## src/verilog/opdec_pkg.sv

```systemverilog
// Package: decode classes, operand and timing constants for the decoder
package opdec_pkg;

    // Operation classes produced by the decoder
    typedef enum logic [5:0] {
        OP_ILLEGAL, OP_ADD, OP_ADD_WITH_CARRY, OP_LOGICAL_AND_OP,
        OP_LOGICAL_OR_OP, OP_EXCLUSIVE_OR_OP, OP_INC_A, OP_DEC_A, OP_CLR_A,
        OP_CPL_A, OP_DECIMAL_ADJUST, OP_NIBBLE_SWAP, OP_ROTATE_LEFT,
        OP_ROTATE_LEFT_CARRY, OP_ROTATE_RIGHT, OP_ROTATE_RIGHT_CARRY,
        OP_PORT_INPUT, OP_PORT_OUTPUT, OP_EXPANDER_READ, OP_EXPANDER_WRITE,
        OP_EXPANDER_AND, OP_EXPANDER_OR, OP_INC_OPERAND,
        OP_DECREMENT_BRANCH_NONZERO, OP_BRANCH, OP_CALL, OP_MOVE_TO_A,
        OP_MOVE_FROM_A, OP_MOVE_IMMEDIATE, OP_SWAP_WITH_REGISTER,
        OP_SWAP_LOW_NIBBLE, OP_PAGE_FETCH, OP_CONVERTER_RESULT_READ,
        OP_SELECT_ANALOG_ZERO, OP_SELECT_ANALOG_ONE, OP_EXT_INT_ENABLE,
        OP_EXT_INT_DISABLE, OP_TIMER_INTERRUPT_ENABLE,
        OP_TIMER_INTERRUPT_DISABLE, OP_INTERRUPT_EXIT, OP_SUBROUTINE_EXIT
    } op_class_t;

    // Operand source selection
    typedef enum logic [1:0] {
        SRC_NONE, SRC_REGISTER, SRC_INDIRECT, SRC_IMMEDIATE
    } operand_src_t;

    // Branch conditions
    typedef enum logic [3:0] {
        COND_ALWAYS, COND_CARRY_SET, COND_CARRY_CLEAR, COND_ACC_ZERO,
        COND_ACC_NONZERO, COND_TEST_ONE_HIGH, COND_TEST_ONE_LOW,
        COND_TEST_ZERO_HIGH, COND_TEST_ZERO_LOW, COND_TIMER_FLAG,
        COND_REG_NONZERO
    } branch_cond_t;

    // Decoded instruction word handed to the datapath
    typedef struct packed {
        op_class_t    op_class;
        operand_src_t operand_src;
        branch_cond_t branch_cond;
        logic [2:0]   working_register_index;
        logic         pointer_index;
        logic [1:0]   port_select;
        logic [2:0]   call_page;
        logic [1:0]   byte_count;
        logic [1:0]   cycle_count;
        logic         legal;
    } decode_t;

    // Field positions in the opcode
    localparam int REG_LSB       = 0;
    localparam int REG_MSB       = 2;
    localparam int CALL_PAGE_LSB = 5;
    localparam int CALL_PAGE_MSB = 7;
    localparam logic [3:0] CALL_LOW_NIBBLE = 4'h4;

    // Byte and cycle counts
    localparam logic [1:0] ONE_BYTE   = 2'h1;
    localparam logic [1:0] TWO_BYTES  = 2'h2;
    localparam logic [1:0] ONE_CYCLE  = 2'h1;
    localparam logic [1:0] TWO_CYCLES = 2'h2;

    // Reset value of the opcode holding register
    localparam logic [7:0] OPCODE_RESET = 8'h00;

endpackage

```

## src/verilog/opcode_table.sv

```systemverilog
// Combinational opcode table: one byte in, decoded fields out
`timescale 1ns/1ns
`default_nettype none
module opcode_table (
    // Opcode byte
    input  wire logic [7:0]       opcode_in,
    // Decoded fields
    output opdec_pkg::decode_t    decode_out
);

    // Fill in a decode entry from class, source, length and timing
    function automatic opdec_pkg::decode_t entry(
        input logic [7:0]            op,
        input opdec_pkg::op_class_t  cls,
        input opdec_pkg::operand_src_t src,
        input logic [1:0]            bytes,
        input logic [1:0]            cycles
    );
        opdec_pkg::decode_t d;
        d = '0;
        d.op_class               = cls;
        d.operand_src            = src;
        d.branch_cond            = opdec_pkg::COND_ALWAYS;
        d.working_register_index = op[opdec_pkg::REG_MSB:opdec_pkg::REG_LSB];
        d.pointer_index          = op[0];
        d.port_select            = op[1:0];
        d.call_page = op[opdec_pkg::CALL_PAGE_MSB:opdec_pkg::CALL_PAGE_LSB];
        d.byte_count             = bytes;
        d.cycle_count            = cycles;
        d.legal                  = 1'b1;
        return d;
    endfunction

    // Conditional branch entry, always two bytes and two cycles
    function automatic opdec_pkg::decode_t branch(
        input logic [7:0]              op,
        input opdec_pkg::branch_cond_t cond
    );
        opdec_pkg::decode_t d;
        d = entry(op, opdec_pkg::OP_BRANCH, opdec_pkg::SRC_IMMEDIATE,
                  opdec_pkg::TWO_BYTES, opdec_pkg::TWO_CYCLES);
        d.branch_cond = cond;
        return d;
    endfunction

    // Main table; ranges use the high bits, low bits are operand selects
    always_comb begin
        decode_out = entry(opcode_in, opdec_pkg::OP_ILLEGAL,
                           opdec_pkg::SRC_NONE, opdec_pkg::ONE_BYTE,
                           opdec_pkg::ONE_CYCLE);
        decode_out.legal = 1'b0; // RQ18
        // Register forms (xxxx_1rrr)
        if (opcode_in[3]) begin
            case (opcode_in[7:4])
                4'h6: decode_out = entry(opcode_in, opdec_pkg::OP_ADD, opdec_pkg::SRC_REGISTER, opdec_pkg::ONE_BYTE, opdec_pkg::ONE_CYCLE); // RQ1
                4'h7: decode_out = entry(opcode_in, opdec_pkg::OP_ADD_WITH_CARRY, opdec_pkg::SRC_REGISTER, opdec_pkg::ONE_BYTE, opdec_pkg::ONE_CYCLE); // RQ1
                4'h5: decode_out = entry(opcode_in, opdec_pkg::OP_LOGICAL_AND_OP, opdec_pkg::SRC_REGISTER, opdec_pkg::ONE_BYTE, opdec_pkg::ONE_CYCLE); // RQ4
                4'h4: decode_out = entry(opcode_in, opdec_pkg::OP_LOGICAL_OR_OP, opdec_pkg::SRC_REGISTER, opdec_pkg::ONE_BYTE, opdec_pkg::ONE_CYCLE); // RQ4
                4'hd: decode_out = entry(opcode_in, opdec_pkg::OP_EXCLUSIVE_OR_OP, opdec_pkg::SRC_REGISTER, opdec_pkg::ONE_BYTE, opdec_pkg::ONE_CYCLE); // RQ4
                4'h1: decode_out = entry(opcode_in, opdec_pkg::OP_INC_OPERAND, opdec_pkg::SRC_REGISTER, opdec_pkg::ONE_BYTE, opdec_pkg::ONE_CYCLE); // RQ8
                4'he: begin
                    decode_out = entry(opcode_in, opdec_pkg::OP_DECREMENT_BRANCH_NONZERO, opdec_pkg::SRC_REGISTER, opdec_pkg::TWO_BYTES, opdec_pkg::TWO_CYCLES); // RQ9
                    decode_out.branch_cond = opdec_pkg::COND_REG_NONZERO; // RQ9
                end
                4'hf: decode_out = entry(opcode_in, opdec_pkg::OP_MOVE_TO_A, opdec_pkg::SRC_REGISTER, opdec_pkg::ONE_BYTE, opdec_pkg::ONE_CYCLE); // RQ11
                4'ha: decode_out = entry(opcode_in, opdec_pkg::OP_MOVE_FROM_A, opdec_pkg::SRC_REGISTER, opdec_pkg::ONE_BYTE, opdec_pkg::ONE_CYCLE); // RQ11
                4'hb: decode_out = entry(opcode_in, opdec_pkg::OP_MOVE_IMMEDIATE, opdec_pkg::SRC_REGISTER, opdec_pkg::TWO_BYTES, opdec_pkg::TWO_CYCLES); // RQ12
                4'h2: decode_out = entry(opcode_in, opdec_pkg::OP_SWAP_WITH_REGISTER, opdec_pkg::SRC_REGISTER, opdec_pkg::ONE_BYTE, opdec_pkg::ONE_CYCLE); // RQ13
                default: ;
            endcase
        end
        // Indirect forms (xxxx_000p)
        else if (opcode_in[3:1] == 3'h0) begin
            case (opcode_in[7:4])
                4'h6: decode_out = entry(opcode_in, opdec_pkg::OP_ADD, opdec_pkg::SRC_INDIRECT, opdec_pkg::ONE_BYTE, opdec_pkg::ONE_CYCLE); // RQ2
                4'h7: decode_out = entry(opcode_in, opdec_pkg::OP_ADD_WITH_CARRY, opdec_pkg::SRC_INDIRECT, opdec_pkg::ONE_BYTE, opdec_pkg::ONE_CYCLE); // RQ2
                4'h5: decode_out = entry(opcode_in, opdec_pkg::OP_LOGICAL_AND_OP, opdec_pkg::SRC_INDIRECT, opdec_pkg::ONE_BYTE, opdec_pkg::ONE_CYCLE); // RQ4
                4'h4: decode_out = entry(opcode_in, opdec_pkg::OP_LOGICAL_OR_OP, opdec_pkg::SRC_INDIRECT, opdec_pkg::ONE_BYTE, opdec_pkg::ONE_CYCLE); // RQ4
                4'hd: decode_out = entry(opcode_in, opdec_pkg::OP_EXCLUSIVE_OR_OP, opdec_pkg::SRC_INDIRECT, opdec_pkg::ONE_BYTE, opdec_pkg::ONE_CYCLE); // RQ4
                4'h1: decode_out = entry(opcode_in, opdec_pkg::OP_INC_OPERAND, opdec_pkg::SRC_INDIRECT, opdec_pkg::ONE_BYTE, opdec_pkg::ONE_CYCLE); // RQ8
                4'hf: decode_out = entry(opcode_in, opdec_pkg::OP_MOVE_TO_A, opdec_pkg::SRC_INDIRECT, opdec_pkg::ONE_BYTE, opdec_pkg::ONE_CYCLE); // RQ11
                4'ha: decode_out = entry(opcode_in, opdec_pkg::OP_MOVE_FROM_A, opdec_pkg::SRC_INDIRECT, opdec_pkg::ONE_BYTE, opdec_pkg::ONE_CYCLE); // RQ11
                4'hb: decode_out = entry(opcode_in, opdec_pkg::OP_MOVE_IMMEDIATE, opdec_pkg::SRC_INDIRECT, opdec_pkg::TWO_BYTES, opdec_pkg::TWO_CYCLES); // RQ12
                4'h2: decode_out = entry(opcode_in, opdec_pkg::OP_SWAP_WITH_REGISTER, opdec_pkg::SRC_INDIRECT, opdec_pkg::ONE_BYTE, opdec_pkg::ONE_CYCLE); // RQ13
                4'h3: decode_out = entry(opcode_in, opdec_pkg::OP_SWAP_LOW_NIBBLE, opdec_pkg::SRC_INDIRECT, opdec_pkg::ONE_BYTE, opdec_pkg::ONE_CYCLE); // RQ13
                default: ;
            endcase
            // Converter result read sits on the 80 slot
            if (opcode_in == 8'h80) begin
                decode_out = entry(opcode_in, opdec_pkg::OP_CONVERTER_RESULT_READ, opdec_pkg::SRC_NONE, opdec_pkg::ONE_BYTE, opdec_pkg::TWO_CYCLES); // RQ15
            end
        end
        // Call: page bits on top, low nibble fixed
        else if (opcode_in[3:0] == opdec_pkg::CALL_LOW_NIBBLE && opcode_in[4]) begin
            decode_out = entry(opcode_in, opdec_pkg::OP_CALL, opdec_pkg::SRC_IMMEDIATE, opdec_pkg::TWO_BYTES, opdec_pkg::TWO_CYCLES); // RQ20
        end
        // Single-code opcodes
        else begin
            case (opcode_in)
                8'h03: decode_out = entry(opcode_in, opdec_pkg::OP_ADD, opdec_pkg::SRC_IMMEDIATE, opdec_pkg::TWO_BYTES, opdec_pkg::TWO_CYCLES); // RQ3
                8'h13: decode_out = entry(opcode_in, opdec_pkg::OP_ADD_WITH_CARRY, opdec_pkg::SRC_IMMEDIATE, opdec_pkg::TWO_BYTES, opdec_pkg::TWO_CYCLES); // RQ3
                8'h53: decode_out = entry(opcode_in, opdec_pkg::OP_LOGICAL_AND_OP, opdec_pkg::SRC_IMMEDIATE, opdec_pkg::TWO_BYTES, opdec_pkg::TWO_CYCLES); // RQ3
                8'h43: decode_out = entry(opcode_in, opdec_pkg::OP_LOGICAL_OR_OP, opdec_pkg::SRC_IMMEDIATE, opdec_pkg::TWO_BYTES, opdec_pkg::TWO_CYCLES); // RQ3
                8'hd3: decode_out = entry(opcode_in, opdec_pkg::OP_EXCLUSIVE_OR_OP, opdec_pkg::SRC_IMMEDIATE, opdec_pkg::TWO_BYTES, opdec_pkg::TWO_CYCLES); // RQ3
                8'h17: decode_out = entry(opcode_in, opdec_pkg::OP_INC_A, opdec_pkg::SRC_NONE, opdec_pkg::ONE_BYTE, opdec_pkg::ONE_CYCLE); // RQ5
                8'h07: decode_out = entry(opcode_in, opdec_pkg::OP_DEC_A, opdec_pkg::SRC_NONE, opdec_pkg::ONE_BYTE, opdec_pkg::ONE_CYCLE); // RQ5
                8'h27: decode_out = entry(opcode_in, opdec_pkg::OP_CLR_A, opdec_pkg::SRC_NONE, opdec_pkg::ONE_BYTE, opdec_pkg::ONE_CYCLE); // RQ5
                8'h37: decode_out = entry(opcode_in, opdec_pkg::OP_CPL_A, opdec_pkg::SRC_NONE, opdec_pkg::ONE_BYTE, opdec_pkg::ONE_CYCLE); // RQ5
                8'h57: decode_out = entry(opcode_in, opdec_pkg::OP_DECIMAL_ADJUST, opdec_pkg::SRC_NONE, opdec_pkg::ONE_BYTE, opdec_pkg::ONE_CYCLE); // RQ5
                8'h47: decode_out = entry(opcode_in, opdec_pkg::OP_NIBBLE_SWAP, opdec_pkg::SRC_NONE, opdec_pkg::ONE_BYTE, opdec_pkg::ONE_CYCLE); // RQ5
                8'he7: decode_out = entry(opcode_in, opdec_pkg::OP_ROTATE_LEFT, opdec_pkg::SRC_NONE, opdec_pkg::ONE_BYTE, opdec_pkg::ONE_CYCLE); // RQ5
                8'hf7: decode_out = entry(opcode_in, opdec_pkg::OP_ROTATE_LEFT_CARRY, opdec_pkg::SRC_NONE, opdec_pkg::ONE_BYTE, opdec_pkg::ONE_CYCLE); // RQ5
                8'h77: decode_out = entry(opcode_in, opdec_pkg::OP_ROTATE_RIGHT, opdec_pkg::SRC_NONE, opdec_pkg::ONE_BYTE, opdec_pkg::ONE_CYCLE); // RQ5
                8'h67: decode_out = entry(opcode_in, opdec_pkg::OP_ROTATE_RIGHT_CARRY, opdec_pkg::SRC_NONE, opdec_pkg::ONE_BYTE, opdec_pkg::ONE_CYCLE); // RQ5
                8'hf6: decode_out = branch(opcode_in, opdec_pkg::COND_CARRY_SET); // RQ10
                8'he6: decode_out = branch(opcode_in, opdec_pkg::COND_CARRY_CLEAR); // RQ10
                8'hc6: decode_out = branch(opcode_in, opdec_pkg::COND_ACC_ZERO); // RQ10
                8'h96: decode_out = branch(opcode_in, opdec_pkg::COND_ACC_NONZERO); // RQ10
                8'h56: decode_out = branch(opcode_in, opdec_pkg::COND_TEST_ONE_HIGH); // RQ10
                8'h46: decode_out = branch(opcode_in, opdec_pkg::COND_TEST_ONE_LOW); // RQ10
                8'h36: decode_out = branch(opcode_in, opdec_pkg::COND_TEST_ZERO_HIGH); // RQ10
                8'h26: decode_out = branch(opcode_in, opdec_pkg::COND_TEST_ZERO_LOW); // RQ10
                8'h16: decode_out = branch(opcode_in, opdec_pkg::COND_TIMER_FLAG); // RQ10
                8'h23: decode_out = entry(opcode_in, opdec_pkg::OP_MOVE_IMMEDIATE, opdec_pkg::SRC_NONE, opdec_pkg::TWO_BYTES, opdec_pkg::TWO_CYCLES); // RQ12
                8'ha3: decode_out = entry(opcode_in, opdec_pkg::OP_PAGE_FETCH, opdec_pkg::SRC_NONE, opdec_pkg::ONE_BYTE, opdec_pkg::TWO_CYCLES); // RQ14
                8'h85: decode_out = entry(opcode_in, opdec_pkg::OP_SELECT_ANALOG_ZERO, opdec_pkg::SRC_NONE, opdec_pkg::ONE_BYTE, opdec_pkg::ONE_CYCLE); // RQ15
                8'h95: decode_out = entry(opcode_in, opdec_pkg::OP_SELECT_ANALOG_ONE, opdec_pkg::SRC_NONE, opdec_pkg::ONE_BYTE, opdec_pkg::ONE_CYCLE); // RQ15
                8'h05: decode_out = entry(opcode_in, opdec_pkg::OP_EXT_INT_ENABLE, opdec_pkg::SRC_NONE, opdec_pkg::ONE_BYTE, opdec_pkg::ONE_CYCLE); // RQ16
                8'h15: decode_out = entry(opcode_in, opdec_pkg::OP_EXT_INT_DISABLE, opdec_pkg::SRC_NONE, opdec_pkg::ONE_BYTE, opdec_pkg::ONE_CYCLE); // RQ16
                8'h25: decode_out = entry(opcode_in, opdec_pkg::OP_TIMER_INTERRUPT_ENABLE, opdec_pkg::SRC_NONE, opdec_pkg::ONE_BYTE, opdec_pkg::ONE_CYCLE); // RQ16
                8'h35: decode_out = entry(opcode_in, opdec_pkg::OP_TIMER_INTERRUPT_DISABLE, opdec_pkg::SRC_NONE, opdec_pkg::ONE_BYTE, opdec_pkg::ONE_CYCLE); // RQ16
                8'h93: decode_out = entry(opcode_in, opdec_pkg::OP_INTERRUPT_EXIT, opdec_pkg::SRC_NONE, opdec_pkg::ONE_BYTE, opdec_pkg::TWO_CYCLES); // RQ17
                8'h83: decode_out = entry(opcode_in, opdec_pkg::OP_SUBROUTINE_EXIT, opdec_pkg::SRC_NONE, opdec_pkg::ONE_BYTE, opdec_pkg::TWO_CYCLES); // RQ17
                // Everything else, deleted full-family codes included, stays illegal
                default: ; // RQ18
            endcase
        end
        // Expander codes share the 1xxx pattern, so they override last
        if (opcode_in[3:2] == 2'h3) begin
            case (opcode_in[7:4])
                4'h0: decode_out = entry(opcode_in, opdec_pkg::OP_EXPANDER_READ, opdec_pkg::SRC_NONE, opdec_pkg::ONE_BYTE, opdec_pkg::TWO_CYCLES); // RQ6
                4'h3: decode_out = entry(opcode_in, opdec_pkg::OP_EXPANDER_WRITE, opdec_pkg::SRC_NONE, opdec_pkg::ONE_BYTE, opdec_pkg::TWO_CYCLES); // RQ6
                4'h9: decode_out = entry(opcode_in, opdec_pkg::OP_EXPANDER_AND, opdec_pkg::SRC_NONE, opdec_pkg::ONE_BYTE, opdec_pkg::TWO_CYCLES); // RQ7
                4'h8: decode_out = entry(opcode_in, opdec_pkg::OP_EXPANDER_OR, opdec_pkg::SRC_NONE, opdec_pkg::ONE_BYTE, opdec_pkg::TWO_CYCLES); // RQ7
                default: ;
            endcase
        end
        // Port zero codes sit in the register and indirect patterns
        if (opcode_in == 8'h08)
            decode_out = entry(opcode_in, opdec_pkg::OP_PORT_INPUT, opdec_pkg::SRC_NONE, opdec_pkg::ONE_BYTE, opdec_pkg::TWO_CYCLES); // RQ19
        if (opcode_in == 8'h90)
            decode_out = entry(opcode_in, opdec_pkg::OP_PORT_OUTPUT, opdec_pkg::SRC_NONE, opdec_pkg::ONE_BYTE, opdec_pkg::TWO_CYCLES); // RQ19
    end

endmodule
`default_nettype wire

```

## src/verilog/reduced_opcode_decoder.sv

```systemverilog
// Top of the opcode decoder: fetch handshake, hold and registered decode
//
// Behaviour
// RQ1: 68-6F add reg, 78-7F add with carry
// RQ2: 60-61, 70-71 indirect adds, bit0 pointer
// RQ3: Immediate accumulator ops, two bytes, two cycles
// RQ4: Register and indirect logic operation codes
// RQ5: Single-byte accumulator ops, one cycle each
// RQ6: Expander read/write, two cycles, ports 4-7
// RQ7: Expander and/or, one byte, two cycles
// RQ8: Increment register or indirect memory, one cycle
// RQ9: E8-EF decrement and branch if nonzero
// RQ10: Conditional branches, two bytes, two cycles
// RQ11: One-cycle moves to and from accumulator
// RQ12: Immediate moves, two bytes, two cycles
// RQ13: Exchanges with register, memory, low nibble
// RQ14: A3 in-page fetch, one byte, two cycles
// RQ15: 80 converter read; 85/95 analog selects
// RQ16: Interrupt enable/disable controls, one cycle
// RQ17: 93 interrupt exit, 83 subroutine exit
// RQ18: Deleted full-family opcodes are flagged illegal
// RQ19: Port zero input and output replace bus port
// RQ20: Call carries page bits in opcode top
// RQ21: Two-cycle opcodes hold fetch for second cycle
`timescale 1ns/1ns
`default_nettype none
module reduced_opcode_decoder (
    // Clock and reset
    input  wire logic               clk_in,
    input  wire logic               reset_n_in,
    // Opcode byte from program memory
    input  wire logic [7:0]         opcode_in,
    input  wire logic               opcode_valid_in,
    // Decode to the datapath
    output opdec_pkg::decode_t      decode_out,
    output logic                    decode_valid_out,
    output logic                    second_cycle_out,
    output logic                    illegal_out,
    output logic                    fetch_ready_out
);

    // Sequencer states
    typedef enum logic [0:0] {
        ST_FIRST,
        ST_SECOND
    } seq_state_t;

    seq_state_t         state;
    seq_state_t         next_state;
    opdec_pkg::decode_t table_decode;
    opdec_pkg::decode_t next_decode;
    opdec_pkg::decode_t decode;
    logic               next_decode_valid;
    logic               decode_valid;
    logic               next_second_cycle;
    logic               second_cycle;
    logic               next_illegal;
    logic               illegal;
    logic               next_fetch_ready;
    logic               fetch_ready;

    // True when the entry needs a second machine cycle
    function automatic logic needs_two(input opdec_pkg::decode_t d);
        return d.legal && (d.cycle_count == opdec_pkg::TWO_CYCLES);
    endfunction

    opcode_table table_inst (
        .opcode_in  (opcode_in),
        .decode_out (table_decode)
    );

    // Next state: a two-cycle opcode parks the fetch for one cycle
    always_comb begin
        next_state        = state;
        next_decode       = decode;
        next_decode_valid = 1'b0;
        next_second_cycle = 1'b0;
        next_illegal      = 1'b0;
        next_fetch_ready  = 1'b1;
        case (state)
            ST_FIRST: begin
                if (opcode_valid_in) begin
                    next_decode       = table_decode;
                    next_decode_valid = 1'b1;
                    next_illegal      = !table_decode.legal; // RQ18
                    if (needs_two(table_decode)) begin
                        next_state       = ST_SECOND; // RQ21
                        next_fetch_ready = 1'b0; // RQ21
                    end
                end
            end
            ST_SECOND: begin
                // Decode stays, fetch resumes after this cycle
                next_second_cycle = 1'b1; // RQ21
                next_state        = ST_FIRST;
            end
            default: begin
                next_state = ST_FIRST;
            end
        endcase
    end

    // Registered state; reset leaves an idle, illegal-free decode
    always_ff @(posedge clk_in or negedge reset_n_in) begin
        if (!reset_n_in) begin
            state        <= ST_FIRST;
            decode       <= '0;
            decode_valid <= 1'b0;
            second_cycle <= 1'b0;
            illegal      <= 1'b0;
            fetch_ready  <= 1'b1;
        end else begin
            state        <= next_state;
            decode       <= next_decode;
            decode_valid <= next_decode_valid;
            second_cycle <= next_second_cycle;
            illegal      <= next_illegal;
            fetch_ready  <= next_fetch_ready;
        end
    end

    // Outputs come straight from flip-flops
    assign decode_out       = decode;
    assign decode_valid_out = decode_valid;
    assign second_cycle_out = second_cycle;
    assign illegal_out      = illegal;
    assign fetch_ready_out  = fetch_ready;

endmodule
`default_nettype wire

```

## config.mk

```make
export PLATFORM = sky130hd
export DESIGN_NAME = reduced_opcode_decoder
export DESIGN_NICKNAME = d
export VERILOG_FILES = /design/src/verilog/opdec_pkg.sv /design/src/verilog/opcode_table.sv /design/src/verilog/reduced_opcode_decoder.sv
export SDC_FILE = /design/constraint.sdc
export NUM_CORES = 1
export LEC_CHECK = 0
export ABC_AREA = 1
export BUFFER_PORTS_ARGS = -buffer_cell sky130_fd_sc_hd__buf_2
export CORE_MARGIN = 4
export CORE_UTILIZATION = 30
export CTS_BUF_LIST = sky130_fd_sc_hd__clkbuf_4 sky130_fd_sc_hd__clkbuf_8 sky130_fd_sc_hd__clkbuf_16
export CTS_CLUSTER_DIAMETER = 100
export CTS_CLUSTER_SIZE = 10
export DETAILED_ROUTE_END_ITERATION = 12
export PLACE_DENSITY = 0.45
export SKIP_LAST_GASP = 1
export SLEW_MARGIN = 20
export SYNTH_ARGS = -nofsm -noshare
export SYNTH_HDL_FRONTEND = slang
export SYNTH_SLANG_ARGS = --single-unit
```

## constraint.sdc

```tcl
create_clock -name clk_in -period 1.6 [get_ports clk_in]
set_input_delay 0.08 -clock clk_in [delete_from_list [all_inputs] [get_ports clk_in]]
set_output_delay 0.08 -clock clk_in [all_outputs]
set_load 0.01 [all_outputs]
```

* Word-level counts from Yosys, hierarchy flattened
Cells that the tools add are included.
** Storage, ports and cells
- Register bits :: 31
- Output and inout port bits :: 30
** Operators by class
- Reductions and logical operators :: 6
- Bitwise gates (word level) :: 1
- Equal/unequal tests :: 54
- Mux-type cells :: 22
** Operators with widths (number)
- $pmux 26 s34 :: 1
- $pmux 25 s11 :: 2
- $mux 26 :: 7
- $eq 8x8->1 const B :: 14
- $pmux 26 s4 :: 1
- $eq 8x7->1 const B :: 8
- $eq 8x6->1 const B :: 7
- $eq 8x5->1 const B :: 4
- $eq 4x4->1 const B :: 7
- $eq 4x3->1 const B :: 5
- $eq 8x3->1 const B :: 2
- $mux 1 :: 10
- $eq 4x2->1 const B :: 2
- $eq 8x2->1 const B :: 1
- $eq 8x4->1 const B :: 1
- $eq 2x2->1 const B :: 2
- $eq 4x1->1 const B :: 1
- $logic_not 4->1 :: 1
- $logic_not 3->1 :: 1
- $logic_and 1x1->1 :: 2
- $pmux 1 s2 :: 1
- $reduce_and 2->1 :: 1
- $logic_not 1->1 :: 1
- $not 1->1 :: 1

* Depth between registers and ports, before layout
- Depth in word-level cells :: 14
- Gate-level depth with buffers :: 15

* Hierarchy
From an unflattened synthesis, not the netlist that was laid out.
** Unflattened totals
- Cell total of the unflattened synthesis :: 390
- Area total of the unflattened synthesis :: 2429.8 µm²
** By module, submodules not included
- reduced_opcode_decoder :: area each 1237.4 µm², instances 1, cells an instance 127
- opcode_table :: area each 1192.4 µm², instances 1, cells an instance 263

* Worst setup path before layout
Ideal clock, no wire load.
- Path type :: in2reg
- From :: input port opcode_in[5]
- To :: register decode, in the netlist decode_out[2]
- Slack :: 0.243 ns
- Path buffers :: 1
- Stages :: 13
- Arrival time :: 1.244 ns
- Cell sequence :: buf_4 > nand2_1 > inv_2 > nand2_2 > nand2_1 > nand2_1 > nand3_1 > nor2_1 > nand4_1 > nor2_1 > nand4_1 > nand2_1 > inv_1
** On the way
- Cells in the longest elaborated chain, start to end :: 9
** Ends and longest elaborated chain
- start, declared :: line reduced_opcode_decoder.sv:32 : input wire logic [7:0] opcode_in,
- $eq 8x8->1 (tied with other cells)
- $pmux 26 s34 or $pmux 25 s11 (tied branches) :: line opcode_table.sv:99, opcode_table.sv:74
- $mux 26, on equally long branches :: line opcode_table.sv:94, opcode_table.sv:89
- $mux 26 :: line opcode_table.sv:73 : else if (opcode_in[3:1] == 3'h0) begin
- $mux 26 :: line opcode_table.sv:53 : if (opcode_in[3]) begin
- $pmux 26 s4 :: line opcode_table.sv:140 : case (opcode_in[7:4])
- $mux 26 :: line opcode_table.sv:139 : if (opcode_in[3:2] == 2'h3) begin
- $mux 26 :: line opcode_table.sv:149 : if (opcode_in == 8'h08)
- $mux 26 (*) :: line opcode_table.sv:151 : if (opcode_in == 8'h90)
- end signal, assigned :: line reduced_opcode_decoder.sv:114 : decode <= next_decode;
- end, declared :: line reduced_opcode_decoder.sv:52 : opdec_pkg::decode_t decode;
Mark *: on every way between the ends. The rest lies on a longest branch, timed or not.
A chain may end at the register's enable or synchronous reset.

* Final worst setup path
- From :: input port opcode_in[6]
- To :: register decode, in the netlist decode_out[23]
Same word-level chain as after synthesis.

==> results.toml <==
[run_status]
outcome = "completed"

[grt]
grt_max_degree = 29
antenna_found_initial = 0
grt_pass1_vias = 2512
grtUsageTotal_pct = 19.7
grt.overflow.total = 0
grt_pass1_wl_mm = 13.0

[sta]
tightest_slew_ps = 633
period_needed_ps = 1400
skew_ps = 7.28
rsz0062_at_grt = "no"
finalSetupViolCount = 0
fmax_mhz = 716
period_share_pct = 87.3
hold_viol = 0
finalMaxSlewViolations = 0
finalSetupTns_ps = 0
slew_headroom_pct = 57.8

[clock_network]
h-tree-depth = 1
clk-insertion-delay-late_ps = 280
cts_root_buffer = "clkbuf_8"
numCtsBuffers = 3
clk_pin_slew_ps = 110
cts_buffer_depth = 2
numClockSinks = 28
cts_tree = "built"

[logic_synthesis]
netlist_area_um2 = 2060
synthArstFlopShare_pct = 100
synth.distinct_cells = 25
synthTopCellsByArea = "dfrtp_1, nand2_1, nor2_1, inv_1, o21ai_0"
yosysWarnings = 0
syn_area_per_cell_um2 = 6.05
post-synth-top-count-cell = "nand2_1"
ys_top_cells_by_count = "nand2_1, nor2_1, inv_1"
ys_seq_area_share_pct = 34.1
synth_fp_nets = 351
post-synth-top-area-fraction_pct = 32.8
synth_top_flop_cell = "dfrtp_1"
synth_area_leader_cell = "dfrtp_1"
synthCells = 340
synth-seq-cells = 28
synth_edf_count = 0

[worst_setup_path]
critical_path_class = "in2reg"
required_ps = 1780
crit_top_cell = "nand2_1"
max_stage_delay_ps = 230
crit_fanout = 6
start_kind = "input port"
crit_family = "simple AND/OR/NAND/NOR gates"
critPathSlowestCell = "nor2_2"
worstPathArrival_ps = 1580
cp_cell_sequence = "buf_2, inv_2, nand2_1, nor2_2, inv_1, o21ai_1, nor2_2, nand2_1, nand2_1, inv_1, nand4_1, nand2_1, nand2_1"
critPathCaptureType = "register"
critPathBufInv = 4

[finish]
drive_above_1_share_pct = 30.7
stdcell_area_um2 = 2940
final_util_pct = 45.3
area_growth_pct = 43.1
fin_cells = 527
n_antenna_cell = 0
final_nets = 462
fillCellCount = 714

[route]
firstDrtPassIters = 4
viasPerCell = 4.85
ant_nets = 0
drt_iter0_markers = 175
drt_wl_total_mm = 7.69
avgRoutedWirePerCell_um = 14.6
vias = 2558
route.detailed.drc = 0

[run]
maxCapViolCount = 0

[floorplanning]
num_rows = 29
die_x_um = 90.8
die_y_um = 90.8
ios = 41
core_um2 = 6490
die-area_um2 = 8250
start_util_pct = 31.7

[place]
hpwl_mm = 6.48
placed_cells = 522
place_congestion = 0.952
placed_cell_area_um2 = 2850
place.port_buffers = 40

[power_and_ir_drop]
p_leak_uw = 0.00170
fin_total_pwr_uw = 2020
p_per_area_nw_per_um2 = 684
peakVddDrop_mv = 0.278

[hold_path]
hold_path_class = "in2reg"
-- power breakdown --
group	switching, uW	internal, uW	total [uW]
Clock	243	336	578
Combinational	355	255	610
Sequential	36.5	790	827
-- layout by cell type, fill, tap and decap left out --
master         instances
a31oi_1                3
or2_0                  1
or2_2                  3
nor3_1                 7
nand2_1              119
inv_2                  5
clkinv_1               2
dfrtp_1               27
inv_1                 34
nor2_1                52
o21ai_0               20
nor3_2                 2
nor2_2                 7
o21ai_1                1
nand2_2                3
nand4_1               10
dfstp_2                1
bufinv_16              1
o31ai_1                1
a21oi_1               11
o2111ai_1              1
buf_4                 73
buf_2                 40
o211ai_1               3
nand3_1               18
clkbuf_8               3
o21a_1                 1
dlygate4sd3_1          1
-- layout make-up --
type / count / area, um^2 / share of cell area, %
clock inverters: 1 / 30.0 / 1.02
clock buffers: 3 / 41.3 / 1.40
repair buffers: 114 / 758 / 25.8
well taps: 77 / 96.3 / 3.27
multi-input cells: 263 / 1160 / 39.5
inverters: 41 / 154 / 5.23
flip-flops and latches: 28 / 702 / 23.8
-- cells by family (layout without fill, tap and decap cells) --
group / Yosys count / in the layout / synth area share [%]
DFF: 28 / 28 / 34.1
buffers and inverters: 49 / 159 / 9.85
and+or+nand+nor: 222 / 222 / 45.1
AOI/OAI and AO/OA: 41 / 41 / 10.9
-- state kept, by name, summed over array words and instances (netlist names) --
register,cells
fetch_ready_out,1
decode_valid_out,1
state,1
decode_out,23
second_cycle_out,1
illegal_out,1
-- routing by layer --
layer  share of wire (%)  vias to the layer above  global-route usage, %
li1                    -                     1299                      -
met2                  46                       82                   32.2
met3                 5.4                       13                   1.92
met4                 2.2                        0                   7.04
met5                   0                        -                      0
met1                  46                     1164                   27.1
-- metrics by stage --
step,hold WS (ps),worst slack (ps)
2_1_floorplan,-216,243
3_3_place_gp,135,-195
3_5_place_dp,137,-167
4_1_cts,84.5,139
5_1_grt,131,21.9
6_report,86.9,202
-- worst reg2reg max path: stages, from the launching register on --
cell	delay, ps
dfrtp_1	390
nor2_1	180
buf_4	150
nand2_1	120
inv_2	110
nand4_1	140
nand2_1	90
inv_1	40
-- repair_timing --
action | 4_1_cts | 5_1_grt
hold endpoints to repair | 27 | 0
buffers inserted | 0 | 0
hold buffers | 1 | 0
endpoints found under the setup margin | 0 | 4
resized for setup | 0 | 3
-- path summary, 6_finish.rpt --
path / from / endpoint / slack, ps / cells past startpoint
max in group asynchronous: reset_n_in / decode_out[18] / 850 / 2
min: opcode_in[0] / decode_out[11] / 90 / 3
min in group asynchronous: reset_n_in / decode_out[12] / 330 / 2
max reg2reg: state / decode_out[2] / 290 / 7
min reg2reg: state / second_cycle_out / 390 / 0
max: opcode_in[6] / decode_out[23] / 200 / 13
Power figures use the tool's default switching activity.
